### config.mk
export PLATFORM = sky130hd
export DESIGN_NAME = e1scs_clock_select
export DESIGN_NICKNAME = d
export VERILOG_FILES = /design/src/rtl/e1scs_pkg.sv /design/src/rtl/e1scs_clock_select.sv
export VERILOG_INCLUDE_DIRS = /design/src /design/src/rtl
export SDC_FILE = /design/constraint.sdc
export NUM_CORES = 1
export LEC_CHECK = 0
export ABC_CLOCK_PERIOD_IN_PS = 3600
export BUFFER_PORTS_ARGS = -buffer_cell sky130_fd_sc_hd__buf_2
export CORE_MARGIN = 2
export CORE_UTILIZATION = 54
export DETAILED_ROUTE_END_ITERATION = 16
export PLACE_DENSITY = 0.77
export SETUP_SLACK_MARGIN = 0.05
export SLEW_MARGIN = 30
export SYNTH_ARGS = -nofsm -noshare
export SYNTH_HDL_FRONTEND = slang
export SYNTH_SLANG_ARGS = --single-unit
### constraint.sdc
create_clock -name core_clk -period 3.6 [get_ports core_clk]
set_clock_uncertainty 0.15 [all_clocks]
set_input_delay 0.36 -clock core_clk [delete_from_list [all_inputs] [get_ports core_clk]]
set_output_delay 0.36 -clock core_clk [all_outputs]
set_load 0.02 [all_outputs]
### src/rtl/e1scs_map.svh
// Register offsets, field positions, reset values and timing figures of the clock select block.
`ifndef E1SCS_MAP_SVH
`define E1SCS_MAP_SVH

`define E1SCS_CTRL_OFFSET     8'h1d
`define E1SCS_CTRL_RESET      8'h00
`define E1SCS_TS_CTRL_OWNER   2'h0

`define E1SCS_BIT_AJACK       7
`define E1SCS_BIT_BACKUP_CLOCK_SELECT        6
`define E1SCS_BIT_SOE         5
`define E1SCS_CSS_HI          4
`define E1SCS_CSS_LO          3
`define E1SCS_SCS_HI          2
`define E1SCS_SCS_LO          0

`define E1SCS_SCS_NONE        3'h0
`define E1SCS_SCS_LAST_PORT   3'h4

`define E1SCS_CLK_KHZ         250000
`define E1SCS_LOSS_NS         2000
`define E1SCS_LOSS_CYCLES     ((`E1SCS_LOSS_NS * `E1SCS_CLK_KHZ + 999999) / 1000000)

`define E1SCS_SYN_KHZ_0       2048
`define E1SCS_SYN_KHZ_1       4096
`define E1SCS_SYN_KHZ_2       8192
`define E1SCS_SYN_KHZ_3       16384

`endif

### src/rtl/e1scs_pkg.sv
// Types shared by the clock select block.
package e1scs_pkg;

  typedef struct packed {
    logic       ajack_en;
    logic       backup_sel;
    logic       synth_oe;
    logic [1:0] synth_freq;
    logic [2:0] master_sel;
  } e1scs_ctrl_t;

  typedef struct packed {
    logic tx_clk;
    logic rx_clk;
    logic rx_carrier_loss;
    logic force_backup;
    logic backup_recovered;
  } e1scs_port_in_t;

  typedef struct packed {
    logic tx_clk;
    logic on_backup;
    logic loss_event;
  } e1scs_port_out_t;

  typedef enum logic [2:0] {
    E1SCS_M_NONE   = 3'h1,
    E1SCS_M_LOCAL  = 3'h2,
    E1SCS_M_BACKUP = 3'h4
  } e1scs_master_t;

endpackage

### src/rtl/e1scs_clock_select.sv
// Shared system clock interface and per-port transmit clock selection.
//
// How it works
// (RULE_01) One clock interface serves four transceivers; any receiver may be master.
// (RULE_02) Bits 2..0 pick master: 000 none, 001..100 ports 1..4, rest reserved.
// (RULE_03) Reference pin drives out on the master device; elsewhere host writes zeros.
// (RULE_04) Reference feeds synthesizer; bits 4..3 pick 2.048/4.096/8.192/16.384 MHz.
// (RULE_05) Carrier loss on the master port moves the reference to the backup master pin.
// (RULE_06) Control register at 1D exists only when both transceiver select bits are zero.
// (RULE_07) Bit 6 picks the automatic target on transmit clock loss: backup pin or reference.
// (RULE_08) Bit 5 high-impedances the synthesized clock pin when 0, drives it when 1.
// (RULE_09) Bit 7 enables the alternate jitter attenuator.
// (RULE_10) Without interleaved mode the transmit clock comes from the transmit clock pin.
// (RULE_11) Loss of the transmit clock pin switches that port to its assigned backup.
// (RULE_12) Transmit clock loss is reported to the host as an interrupt event.
// (RULE_13) Host may force backup at any time without interleaved mode.
// (RULE_14) Interleaved mode ignores the pin and divides the system clock by 2, 4 or 8.
// (RULE_15) Interleaved mode needs the transmit clock synchronous to the system clock.
// (RULE_16) In interleaved mode, system clock loss switches to the assigned backup.
// (RULE_17) Host may force backup at any time in interleaved mode.
// (RULE_18) The synthesized clock serves interleaved mode for up to eight lines.
// (RULE_19) Reserved master codes behave like 000: reference pin stays an input.
//
// All clock pins are sampled as synchronous levels; clocks here are data-rate waveforms.
`include "e1scs_map.svh"

module e1scs_clock_select (
  // Clock and reset
  input  wire logic                         core_clk,
  input  wire logic                         resetn,
  // Host register port
  input  wire logic [1:0]                   transceiver_select,
  input  wire logic [7:0]                   reg_addr,
  input  wire logic [7:0]                   reg_wdata,
  input  wire logic                         reg_wr,
  output logic      [7:0]                   reg_rdata_q,
  // Per-port clocks and controls
  input  wire e1scs_pkg::e1scs_port_in_t [3:0] port_in,
  output e1scs_pkg::e1scs_port_out_t     [3:0] port_out_q,
  // Interleaved bus mode
  input  wire logic                         interleaved_bus_mode,
  input  wire logic [1:0]                   ibo_div_sel,
  input  wire logic                         system_clock_pin,
  // Reference and backup clocks
  input  wire logic                         backup_master_clock_pin,
  input  wire logic                         shared_reference_pin_in,
  output logic                              shared_reference_pin_out_q,
  output logic                              shared_reference_pin_oe_n_q,
  // Synthesizer and status
  output logic                              synth_clock_output_pin_q,
  output logic                              synth_clock_output_pin_oe_n_q,
  output logic                              alt_jitter_atten_enable_q,
  output logic                              master_on_backup_q
);

  localparam logic [9:0] LossCycles = 10'(`E1SCS_LOSS_CYCLES);

  // Phase increment of the synthesizer accumulator for a frequency in kHz.
  function automatic logic [31:0] e1scs_incr(input int unsigned khz);
    logic [63:0] wide;
    wide = (64'(khz) << 32) / 64'(`E1SCS_CLK_KHZ);
    return wide[31:0];
  endfunction

  // Activity watchdog step: restart on a rising edge, otherwise count up to the limit.
  function automatic logic [9:0] e1scs_watch(input logic [9:0] cnt, input logic now_v,
                                             input logic prev_v);
    logic [9:0] nxt;
    nxt = cnt;
    if (now_v && !prev_v) begin
      nxt = 10'h000;
    end else if (cnt != LossCycles) begin
      nxt = cnt + 10'h001;
    end
    return nxt;
  endfunction

  e1scs_pkg::e1scs_ctrl_t    ctrl_q;
  e1scs_pkg::e1scs_master_t  mst_q;
  e1scs_pkg::e1scs_master_t  mst_d;
  logic                      ctrl_hit;
  logic                      sel_valid;
  logic [1:0]                sel_port;
  logic                      ref_clk;
  logic [31:0]               syn_acc_q;
  logic [31:0]               syn_incr;
  logic                      ref_prev_q;
  logic [9:0]                ref_cnt_q;
  logic                      sys_prev_q;
  logic [9:0]                sys_cnt_q;
  logic                      sys_lost;
  logic [2:0]                sys_div_q;
  logic                      ibo_clk;
  logic [3:0]                tx_prev_q;
  logic [9:0]                tx_cnt_q [4];
  logic [3:0]                src_lost;
  logic [3:0]                src_lost_q;
  logic [3:0]                use_backup;

  // The register answers only in transceiver 1; other transceivers see nothing here.
  assign ctrl_hit  = (transceiver_select == `E1SCS_TS_CTRL_OWNER) &&
                     (reg_addr == `E1SCS_CTRL_OFFSET); // [RULE_06]
  assign sel_valid = (ctrl_q.master_sel != `E1SCS_SCS_NONE) &&
                     (ctrl_q.master_sel <= `E1SCS_SCS_LAST_PORT); // [RULE_02] [RULE_19]
  assign sel_port  = 2'(ctrl_q.master_sel - 3'h1);

  always_ff @(posedge core_clk) begin
    if (!resetn) begin
      ctrl_q <= e1scs_pkg::e1scs_ctrl_t'(`E1SCS_CTRL_RESET);
    end else if (reg_wr && ctrl_hit) begin
      ctrl_q <= e1scs_pkg::e1scs_ctrl_t'(reg_wdata); // [RULE_06]
    end
  end

  always_ff @(posedge core_clk) begin
    if (!resetn) begin
      reg_rdata_q <= 8'h00;
    end else begin
      reg_rdata_q <= ctrl_hit ? 8'(ctrl_q) : 8'h00; // [RULE_06]
    end
  end

  // Master reference state. A fallback is held until the host writes the select field,
  // so a flapping carrier cannot bounce the system reference back and forth.
  always_comb begin
    mst_d = mst_q;
    case (mst_q)
      e1scs_pkg::E1SCS_M_NONE: begin
        if (sel_valid) begin
          mst_d = e1scs_pkg::E1SCS_M_LOCAL;
        end
      end
      e1scs_pkg::E1SCS_M_LOCAL: begin
        if (!sel_valid) begin
          mst_d = e1scs_pkg::E1SCS_M_NONE;
        end else if (port_in[sel_port].rx_carrier_loss) begin
          mst_d = e1scs_pkg::E1SCS_M_BACKUP; // [RULE_05]
        end
      end
      e1scs_pkg::E1SCS_M_BACKUP: begin
        // Loss wins over a select write that arrives in the same cycle.
        if (sel_valid && port_in[sel_port].rx_carrier_loss) begin
          mst_d = e1scs_pkg::E1SCS_M_BACKUP; // [RULE_05]
        end else if (reg_wr && ctrl_hit) begin
          mst_d = e1scs_pkg::E1SCS_M_NONE;
        end
      end
      default: begin
        mst_d = e1scs_pkg::E1SCS_M_NONE;
      end
    endcase
  end

  always_ff @(posedge core_clk) begin
    if (!resetn) begin
      mst_q <= e1scs_pkg::E1SCS_M_NONE;
    end else begin
      mst_q <= mst_d;
    end
  end

  // Reference pin: driven on the sourcing device, an input on all others.
  always_ff @(posedge core_clk) begin
    if (!resetn) begin
      shared_reference_pin_out_q  <= 1'b0;
      shared_reference_pin_oe_n_q <= 1'b1;
      master_on_backup_q          <= 1'b0;
    end else begin
      shared_reference_pin_oe_n_q <= !sel_valid; // [RULE_03] [RULE_19]
      shared_reference_pin_out_q  <= (mst_q == e1scs_pkg::E1SCS_M_BACKUP) ?
                                     backup_master_clock_pin :
                                     (sel_valid && port_in[sel_port].rx_clk); // [RULE_01]
      master_on_backup_q          <= (mst_q == e1scs_pkg::E1SCS_M_BACKUP); // [RULE_05]
    end
  end

  // On a sourcing device the reference is our own driven value; otherwise the pin.
  assign ref_clk = sel_valid ? shared_reference_pin_out_q : shared_reference_pin_in;

  // The synthesizer is a phase accumulator; its edges carry the jitter of one core cycle,
  // which is the price of reaching 16.384 MHz from a 250 MHz clock without a PLL.
  always_comb begin
    case (ctrl_q.synth_freq)
      2'h0:    syn_incr = e1scs_incr(`E1SCS_SYN_KHZ_0); // [RULE_04]
      2'h1:    syn_incr = e1scs_incr(`E1SCS_SYN_KHZ_1);
      2'h2:    syn_incr = e1scs_incr(`E1SCS_SYN_KHZ_2);
      2'h3:    syn_incr = e1scs_incr(`E1SCS_SYN_KHZ_3);
      default: syn_incr = e1scs_incr(`E1SCS_SYN_KHZ_0);
    endcase
  end

  // Reference activity watchdog. Gating the accumulator on the reference level would
  // stretch the low phase and pull every rate down, so only activity is tested here.
  always_ff @(posedge core_clk) begin
    if (!resetn) begin
      ref_prev_q <= 1'b0;
      ref_cnt_q  <= 10'h000;
    end else begin
      ref_prev_q <= ref_clk;
      ref_cnt_q  <= e1scs_watch(ref_cnt_q, ref_clk, ref_prev_q); // [RULE_04]
    end
  end

  // The synthesizer runs while edges arrive on its reference and stops once it is quiet.
  always_ff @(posedge core_clk) begin
    if (!resetn) begin
      syn_acc_q <= 32'h0000_0000;
    end else if (ref_cnt_q != LossCycles) begin
      syn_acc_q <= syn_acc_q + syn_incr; // [RULE_04] [RULE_18]
    end
  end

  always_ff @(posedge core_clk) begin
    if (!resetn) begin
      synth_clock_output_pin_q      <= 1'b0;
      synth_clock_output_pin_oe_n_q <= 1'b1;
      alt_jitter_atten_enable_q     <= 1'b0;
    end else begin
      synth_clock_output_pin_q      <= syn_acc_q[31];
      synth_clock_output_pin_oe_n_q <= !ctrl_q.synth_oe; // [RULE_08]
      alt_jitter_atten_enable_q     <= ctrl_q.ajack_en; // [RULE_09]
    end
  end

  // System clock watchdog and interleaved divider, shared by all four ports.
  always_ff @(posedge core_clk) begin
    if (!resetn) begin
      sys_prev_q <= 1'b0;
      sys_cnt_q  <= 10'h000;
      sys_div_q  <= 3'h0;
    end else begin
      sys_prev_q <= system_clock_pin;
      sys_cnt_q  <= e1scs_watch(sys_cnt_q, system_clock_pin, sys_prev_q); // [RULE_16]
      if (system_clock_pin && !sys_prev_q) begin
        sys_div_q <= sys_div_q + 3'h1; // [RULE_14] [RULE_15]
      end
    end
  end

  assign sys_lost = (sys_cnt_q == LossCycles);

  always_comb begin
    case (ibo_div_sel)
      2'h0:    ibo_clk = sys_div_q[0]; // [RULE_14]
      2'h1:    ibo_clk = sys_div_q[1];
      default: ibo_clk = sys_div_q[2];
    endcase
  end

  // Transmit clock pin watchdogs, one per port.
  always_ff @(posedge core_clk) begin
    if (!resetn) begin
      tx_prev_q <= 4'h0;
      for (int i = 0; i < 4; i++) begin
        tx_cnt_q[i] <= 10'h000;
      end
    end else begin
      for (int i = 0; i < 4; i++) begin
        tx_prev_q[i] <= port_in[i].tx_clk;
        tx_cnt_q[i]  <= e1scs_watch(tx_cnt_q[i], port_in[i].tx_clk, tx_prev_q[i]); // [RULE_11]
      end
    end
  end

  always_comb begin
    for (int i = 0; i < 4; i++) begin
      src_lost[i]   = interleaved_bus_mode ? sys_lost :
                      (tx_cnt_q[i] == LossCycles); // [RULE_11] [RULE_16]
      use_backup[i] = src_lost[i] || port_in[i].force_backup; // [RULE_13] [RULE_17]
    end
  end

  // Per-port transmit clock mux and loss event.
  always_ff @(posedge core_clk) begin
    if (!resetn) begin
      port_out_q <= '0;
      src_lost_q <= 4'h0;
    end else begin
      src_lost_q <= src_lost;
      for (int i = 0; i < 4; i++) begin
        port_out_q[i].on_backup  <= use_backup[i];
        port_out_q[i].loss_event <= src_lost[i] && !src_lost_q[i]; // [RULE_12]
        if (!use_backup[i]) begin
          port_out_q[i].tx_clk <= interleaved_bus_mode ? ibo_clk :
                                  port_in[i].tx_clk; // [RULE_10] [RULE_14]
        end else if (port_in[i].backup_recovered) begin
          port_out_q[i].tx_clk <= port_in[i].rx_clk; // [RULE_11]
        end else begin
          port_out_q[i].tx_clk <= ctrl_q.backup_sel ? ref_clk :
                                  backup_master_clock_pin; // [RULE_07]
        end
      end
    end
  end

  // Checks.
  chk_reg_owner_only: assert property (@(posedge core_clk) disable iff (!resetn) // [RULE_06]
    (reg_wr && transceiver_select != `E1SCS_TS_CTRL_OWNER) |=> $stable(ctrl_q))
    else $error("Control register changed from a non-owner transceiver.");

  chk_reg_write_read: assert property (@(posedge core_clk) disable iff (!resetn) // [RULE_06]
    (reg_wr && ctrl_hit) ##1 (ctrl_hit && !reg_wr) |=> (reg_rdata_q == $past(reg_wdata, 2)))
    else $error("Control register readback differs from written value.");

  chk_ref_pin_input: assert property (@(posedge core_clk) disable iff (!resetn) // [RULE_19]
    (ctrl_q.master_sel == `E1SCS_SCS_NONE || ctrl_q.master_sel > `E1SCS_SCS_LAST_PORT)
    |=> shared_reference_pin_oe_n_q)
    else $error("Reference pin driven without a local master.");

  chk_ref_pin_drive: assert property (@(posedge core_clk) disable iff (!resetn) // [RULE_03]
    (ctrl_q.master_sel inside {3'h1, 3'h2, 3'h3, 3'h4}) [*2] |-> !shared_reference_pin_oe_n_q)
    else $error("Reference pin not driven on the master device.");

  chk_master_fallback: assert property (@(posedge core_clk) disable iff (!resetn) // [RULE_05]
    (mst_q == e1scs_pkg::E1SCS_M_LOCAL && sel_valid && port_in[sel_port].rx_carrier_loss)
    |=> ##1 master_on_backup_q)
    else $error("Master carrier loss did not move reference to backup pin.");

  chk_synth_oe: assert property (@(posedge core_clk) disable iff (!resetn) // [RULE_08]
    $rose(ctrl_q.synth_oe) |=> !synth_clock_output_pin_oe_n_q)
    else $error("Synthesizer pin not driven after enable.");

  chk_jitter_bit: assert property (@(posedge core_clk) disable iff (!resetn) // [RULE_09]
    $changed(ctrl_q.ajack_en) |=> (alt_jitter_atten_enable_q == $past(ctrl_q.ajack_en)))
    else $error("Jitter attenuator enable does not follow bit 7.");

  chk_tx_pin_path: assert property (@(posedge core_clk) disable iff (!resetn) // [RULE_10]
    (!interleaved_bus_mode && !use_backup[0])
    |=> (port_out_q[0].tx_clk == $past(port_in[0].tx_clk)))
    else $error("Port 1 transmit clock not taken from its pin.");

  chk_tx_loss_backup: assert property (@(posedge core_clk) disable iff (!resetn) // [RULE_11]
    (!interleaved_bus_mode && tx_cnt_q[0] == LossCycles) |=> port_out_q[0].on_backup)
    else $error("Port 1 did not switch to backup on clock loss.");

  chk_loss_event: assert property (@(posedge core_clk) disable iff (!resetn) // [RULE_12]
    $rose(src_lost[2]) |=> port_out_q[2].loss_event ##1 !port_out_q[2].loss_event)
    else $error("Loss event is not a single pulse.");

  chk_force_backup: assert property (@(posedge core_clk) disable iff (!resetn) // [RULE_13]
    port_in[3].force_backup |=> port_out_q[3].on_backup)
    else $error("Forced backup ignored on port 4.");

  chk_ibo_divide: assert property (@(posedge core_clk) disable iff (!resetn) // [RULE_14]
    (system_clock_pin && !sys_prev_q) |=> (sys_div_q == $past(sys_div_q) + 3'h1))
    else $error("Interleaved divider missed a system clock edge.");

  chk_sys_loss: assert property (@(posedge core_clk) disable iff (!resetn) // [RULE_16]
    (interleaved_bus_mode && sys_lost) |=> (port_out_q[0].on_backup && port_out_q[3].on_backup))
    else $error("System clock loss did not switch ports to backup.");

  chk_backup_target: assert property (@(posedge core_clk) disable iff (!resetn) // [RULE_07]
    (use_backup[0] && !port_in[0].backup_recovered && !ctrl_q.backup_sel)
    |=> (port_out_q[0].tx_clk == $past(backup_master_clock_pin)))
    else $error("Backup target does not follow bit 6.");

endmodule

Word-level counts from Yosys, hierarchy flattened
Memories as Yosys holds them, arrays and structs flattened. Cells that the tools add are included.

Order comparisons: 2. $add $sub $neg: 9. Shifts and indexed selects: 0. Multipliers: 0. Muxes and demuxes: 47. Reduce and logical (&&, ||, !) cells: 39. Bitwise gates (word level): 5. Equality and inequality tests: 22. Div/mod/pow operators: 0.

Operators by type and width (number): two-way mux 10 bit (16); case mux 32 bit (4 select lines) (1); adder 10 x 1 -> 10 bit, second input constant (6); != test 10 x 9 -> 1 bit, second input constant (6); == test 10 x 9 -> 1 bit, second input constant (5); adder 32 bit (1); two-way mux 1 bit (21); logical AND 1 bit (15); two-way mux 3 bit (5); zero test 1 bit (12); binary-select mux 5 bit (select 2 bit) (1); case mux 3 bit (3 select lines) (1); == test 8 x 5 -> 1 bit, second input constant (1); zero test 2 bit (3); != test 3 bit, second input constant (2); == test 2 x 1 -> 1 bit, second input constant (2); == test 2 bit, second input constant (2); logical OR 1 bit (4); two-way mux 4 bit (1); bitwise OR 1 bit (4); OR reduction 2 bit (2); adder 3 x 1 -> 3 bit, second input constant (1); == test 3 x 1 -> 1 bit, second input constant (1); == test 3 x 2 -> 1 bit, second input constant (1); other kinds (10) (10).

Logic and storage cells: 158. ROM bits: 0. Register bits: 102. Input port bits: 47. Memories kept: 1. Output and inout port bits: 26. Bits in writable memories: 40. Bits in latches: 0.

Memories: tx_cnt_q (depth 4, width 10, read ports 4, clocked after Yosys merged registers in 0, wr ports 4, RTL line e1scs_clock_select.sv:95) `logic [9:0] tx_cnt_q [4];`.

Logic depth before layout (Yosys ltp)
Depth in word-level cells: 6. Mapped depth: 15. Depth with buffers taken out: 14.

Worst setup path before layout
No wires, ideal clock.

Kind: reg2reg. Start: register ctrl_q[3] in the netlist's numbering. End: register syn_acc_q[31]. Arrival: 3.167 ns. Path buffers: 1. Setup slack: 0.162 ns. Setup time: 0.121 ns. Clock period less this slack: 3.438 ns. Cell stages (with the launch flop): 16. Required time: 3.329 ns. Cell sequence: dfxtp_1 -> inv_1 -> ha_1 -> buf_4 -> inv_1 -> nand2_1 -> ha_1 -> a31oi_1 -> o2bb2ai_2 -> o2111a_1 -> or3_4 -> o22ai_4 -> o22a_4 -> o31ai_4 -> a41oi_2 -> mux2_4.

Word-level cells in the longest chain between the ends: 3. Elaborated cells between the ends (all ways): 6. Those cells by class: add/sub: 1; eq/ne: 3; mux: 1; reduce/logical: 1.

Ends and longest elaborated chain: start: declaration (RTL line e1scs_clock_select.sv:78) `e1scs_pkg::e1scs_ctrl_t ctrl_q;`; start signal: assignment (RTL line e1scs_clock_select.sv:109) `` ctrl_q <= e1scs_pkg::e1scs_ctrl_t'(`E1SCS_CTRL_RESET); ``; start signal: assignment (RTL line e1scs_clock_select.sv:111) `ctrl_q <= e1scs_pkg::e1scs_ctrl_t'(reg_wdata);`; == test 2 bit, or another cell as far along (RTL line e1scs_clock_select.sv:183) `case (ctrl_q.synth_freq)`; case mux 32 bit (4 select lines) (*) (RTL line e1scs_clock_select.sv:183); adder 32 bit (*) (RTL line e1scs_clock_select.sv:209) `syn_acc_q <= syn_acc_q + syn_incr;`; end signal: assignment (RTL line e1scs_clock_select.sv:209); end: declaration (RTL line e1scs_clock_select.sv:85) `logic [31:0] syn_acc_q;`.

Every way passes the cells marked *; elsewhere a longest branch is shown, timed or not. The select of a mux whose other input is x is not followed. A chain may end at the register's enable or synchronous reset.

Worst setup path in the final report
Start: register ctrl_q[4] in the netlist's numbering. End: register syn_acc_q[31].

The elaborated chain is that of the path after synthesis.

==> results.toml <==
[outcome]
outcome = "completed"

[cts]
hold_buffers = 0
h-tree-depth = 4
insertion_delay_ns = 0.42
cts_buffer_depth = 2
path_clk_slew_ns = 0.06
root_buffer = "clkbuf_16"
cts_tree = "done"
cts_sinks = 140
cts_made_buffers = 17

[sta]
slew_headroom_pct = 46.71
layout_setup_ws_ns = 0.1743
worst_slew_pin_slew_ns = 0.7993
finalMaxSlewViolations = 0
clock.fmax_ghz = 0.2919
finalHoldViolCount = 0
rsz0062_at_grt = "false"
tns_ns = 0
fin_crit_ns = 3.426
period_share_pct = 95.16
setup_violations = 0

[routing]
routed-via-count = 6170
dr.first_iter.drc_count = 371
dr.pass1.iters = 8
wire_per_inst_um = 14.10
drc = 0
routed_wl_mm = 15.76
vias_per_cell = 5.524
ant_nets = 0

[critical_path]
startpoint_type = "flop"
worst_setup_path_end_kind = "flop"
critical_path_class = "reg -> reg"
reg2reg_depth = 13
path_max_fanout = 6
cp_data_required_time_ns = 3.76
crit_arrival_ns = 3.58
rrSetupSlack_ns = 0.17

[floorplan]
core_area_mm2 = 0.01314
dieHeight_um = 119.3
dieArea_mm2 = 0.01424
rows = 42
ios = 73
die_w_um = 119.3
start_util_pct = 54.69

[logic_synthesis]
ys_ff_latch = 140
synth_most_common_cell = "dfxtp_1"
netlist_instances = 848
synth_top_family_by_area = "simple AND/OR/NAND/NOR gates"
synth_area_per_cell_um2 = 8.472
syn_area_mm2 = 0.007184
synthMuxAreaShare_pct = 4.058
yosys.area.top_type_share_pct = 39.01
yosys.area.top_type = "dfxtp_1"
synthArstFlopShare_pct = 0
synthFlopType = "dfxtp_1"
synthTopCellsByCount = "dfxtp_1 (140), nor2_1 (107), nand2_1 (77)"
synth-simple-area-share_pct = 23.82
synth_xor_area_share_pct = 7.541
ys_top_cells_by_area = "dfxtp_1 (39%), ha_1 (6.6%), nor2_1 (5.6%)"
yosys.area_share.adder_pct = 7.036
ys_types = 74
ys_warn_count = 0
synth_nets = 933
synth-edff-count = 0
synth.yosys.seq_area_share_pct = 39.01
synth_compound_area_share_pct = 15.33

[min_path]
holdPathStages = 2
hold_path_class = "in -> reg"

[global_route]
antenna_found_initial = 0
grt_use_met1_pct = 28.82
grt.total_usage_pct = 23.13
first_global_vias = 5916
busiest_layer = "met2"
grt-ovfl-total = 0
grt_max_degree = 42
use_met3_pct = 5.172
grt_use_met2_pct = 39.51
grt_pass1_wl_mm = 27.01

[pwr]
powerDensity_mw_per_mm2 = 529.9
power.leakage_nw = 3.540
peakVddDrop_mv = 0.3352

[placed_design]
place_inst = 1086
finalWeightedCongestion = 0.9508
preCtsSetupSlack_ns = 0.1404
placed_area_mm2 = 0.007771
io_buffer_count = 72
dpl.hpwl_mm = 11.19

[final_layout]
diodes = 0
finalInstanceArea_mm2 = 0.008427
area_delta_synth_final_pct = 17.29
fin_nets = 1014
fin_cells = 1117
n_fill_cell = 1098
drive_above_1_share_pct = 15.73

[run]
drv_cap = 0
[layer usage]
| metal | wire [um] | up-vias |
|---|---|---|
| li1 | - | 3115 |
| met1 | 7061 | 2885 |
| met2 | 7672 | 144 |
| met3 | 749 | 26 |
| met4 | 272 | 0 |
| met5 | 0 | - |
[power breakdown]
group | switching, mW | total [mW] | internal (mW) | leakage [nW]
Clock | 0.653 | 1.83 | 1.17 | 0.297
Sequential | 0.0895 | 1.73 | 1.64 | 1.14
Combinational | 0.503 | 0.905 | 0.402 | 2.10
[registers in the layout, indices dropped and copies added, names as in the netlist, 4 cells and up]
signal	cells
ctrl_q	8
port_out_q	12
ref_cnt_q	10
reg_rdata_q	8
src_lost_q	4
syn_acc_q	30
sys_cnt_q	10
tx_cnt_q	40
tx_prev_q	4
[cell families after synthesis]
family,after synthesis
XOR/XNOR,61
AO/OA/AOI/OAI,176
adder cells (fa/ha/maj),41
buffers and inverters,58
AND/OR/NAND/NOR,346
flip-flops,140
multiplexers,26
[final timing paths]
| check | start | end |
|---|---|---|
| worst min-delay path | system_clock_pin | sys_prev_q |
| worst max register to register | ctrl_q[4] | syn_acc_q[31] |
| worst max-delay path | ctrl_q[4] | syn_acc_q[31] |
| worst min register to register | src_lost_q[1] | port_out_q[3] |
[final cells by class]
type / instances / area (um^2) / area share, %
multi-input cells: 650 / 4192 / 49.74
flip-flops and latches: 140 / 2804 / 33.27
repair buffers: 87 / 473.0 / 5.612
clock buffers: 21 / 450.4 / 5.345
well taps: 176 / 220.2 / 2.613
clock inverters: 10 / 163.9 / 1.945
inverters: 33 / 123.9 / 1.470
[cells in the final DEF, fill, tap and decap left out, types with 4 or more instances in the layout]
cell type,instances
nor4bb_1,6
bufinv_16,4
nand2_1,77
and2_1,13
ha_1,36
xnor2_1,27
buf_4,15
dfxtp_1,139
a21oi_1,70
nor2b_1,10
nand3_1,40
mux2i_1,22
o21ai_0,42
nor3b_1,5
a31oi_1,6
nand2b_1,6
nor3_1,8
inv_1,30
o21ai_1,7
and3_1,34
a21o_1,5
a211oi_1,10
xor2_1,33
buf_2,72
nor2_1,107
clkbuf_16,17
or3_1,20
o21a_1,4
[through the flow]
stage | hold slack [ns] | total power, mW | util [%]
2_1_floorplan | 0.2162 | 2.442 | -
4_1_cts | 0.009067 | 4.472 | 63.88
5_1_grt | 0.03649 | 4.672 | 64.14
6_report | 0.02012 | 4.465 | 64.14
3_5_place_dp | 0.2242 | 2.641 | 59.15
3_3_place_gp | 0.2203 | 2.631 | 59.15
[repair_timing]
item | CTS | global route
endpoints found under the hold margin | 0 | 0
buffers inserted | 0 | 0
setup endpoints to repair | 1 | 5
resized for setup | 1 | 5
[critical path: stages (launching register included)]
cell     delay [ns]
dfxtp_2        0.36
inv_1          0.10
ha_1           0.22
inv_1          0.18
ha_1           0.33
and4b_2        0.25
o21ai_2        0.20
a21oi_1        0.10
or3_4          0.40
o22ai_4        0.21
o22a_4         0.20
o31ai_4        0.07
a41oi_2        0.25
mux2_4         0.31
No activity file was read; power rests on OpenSTA's default activity.
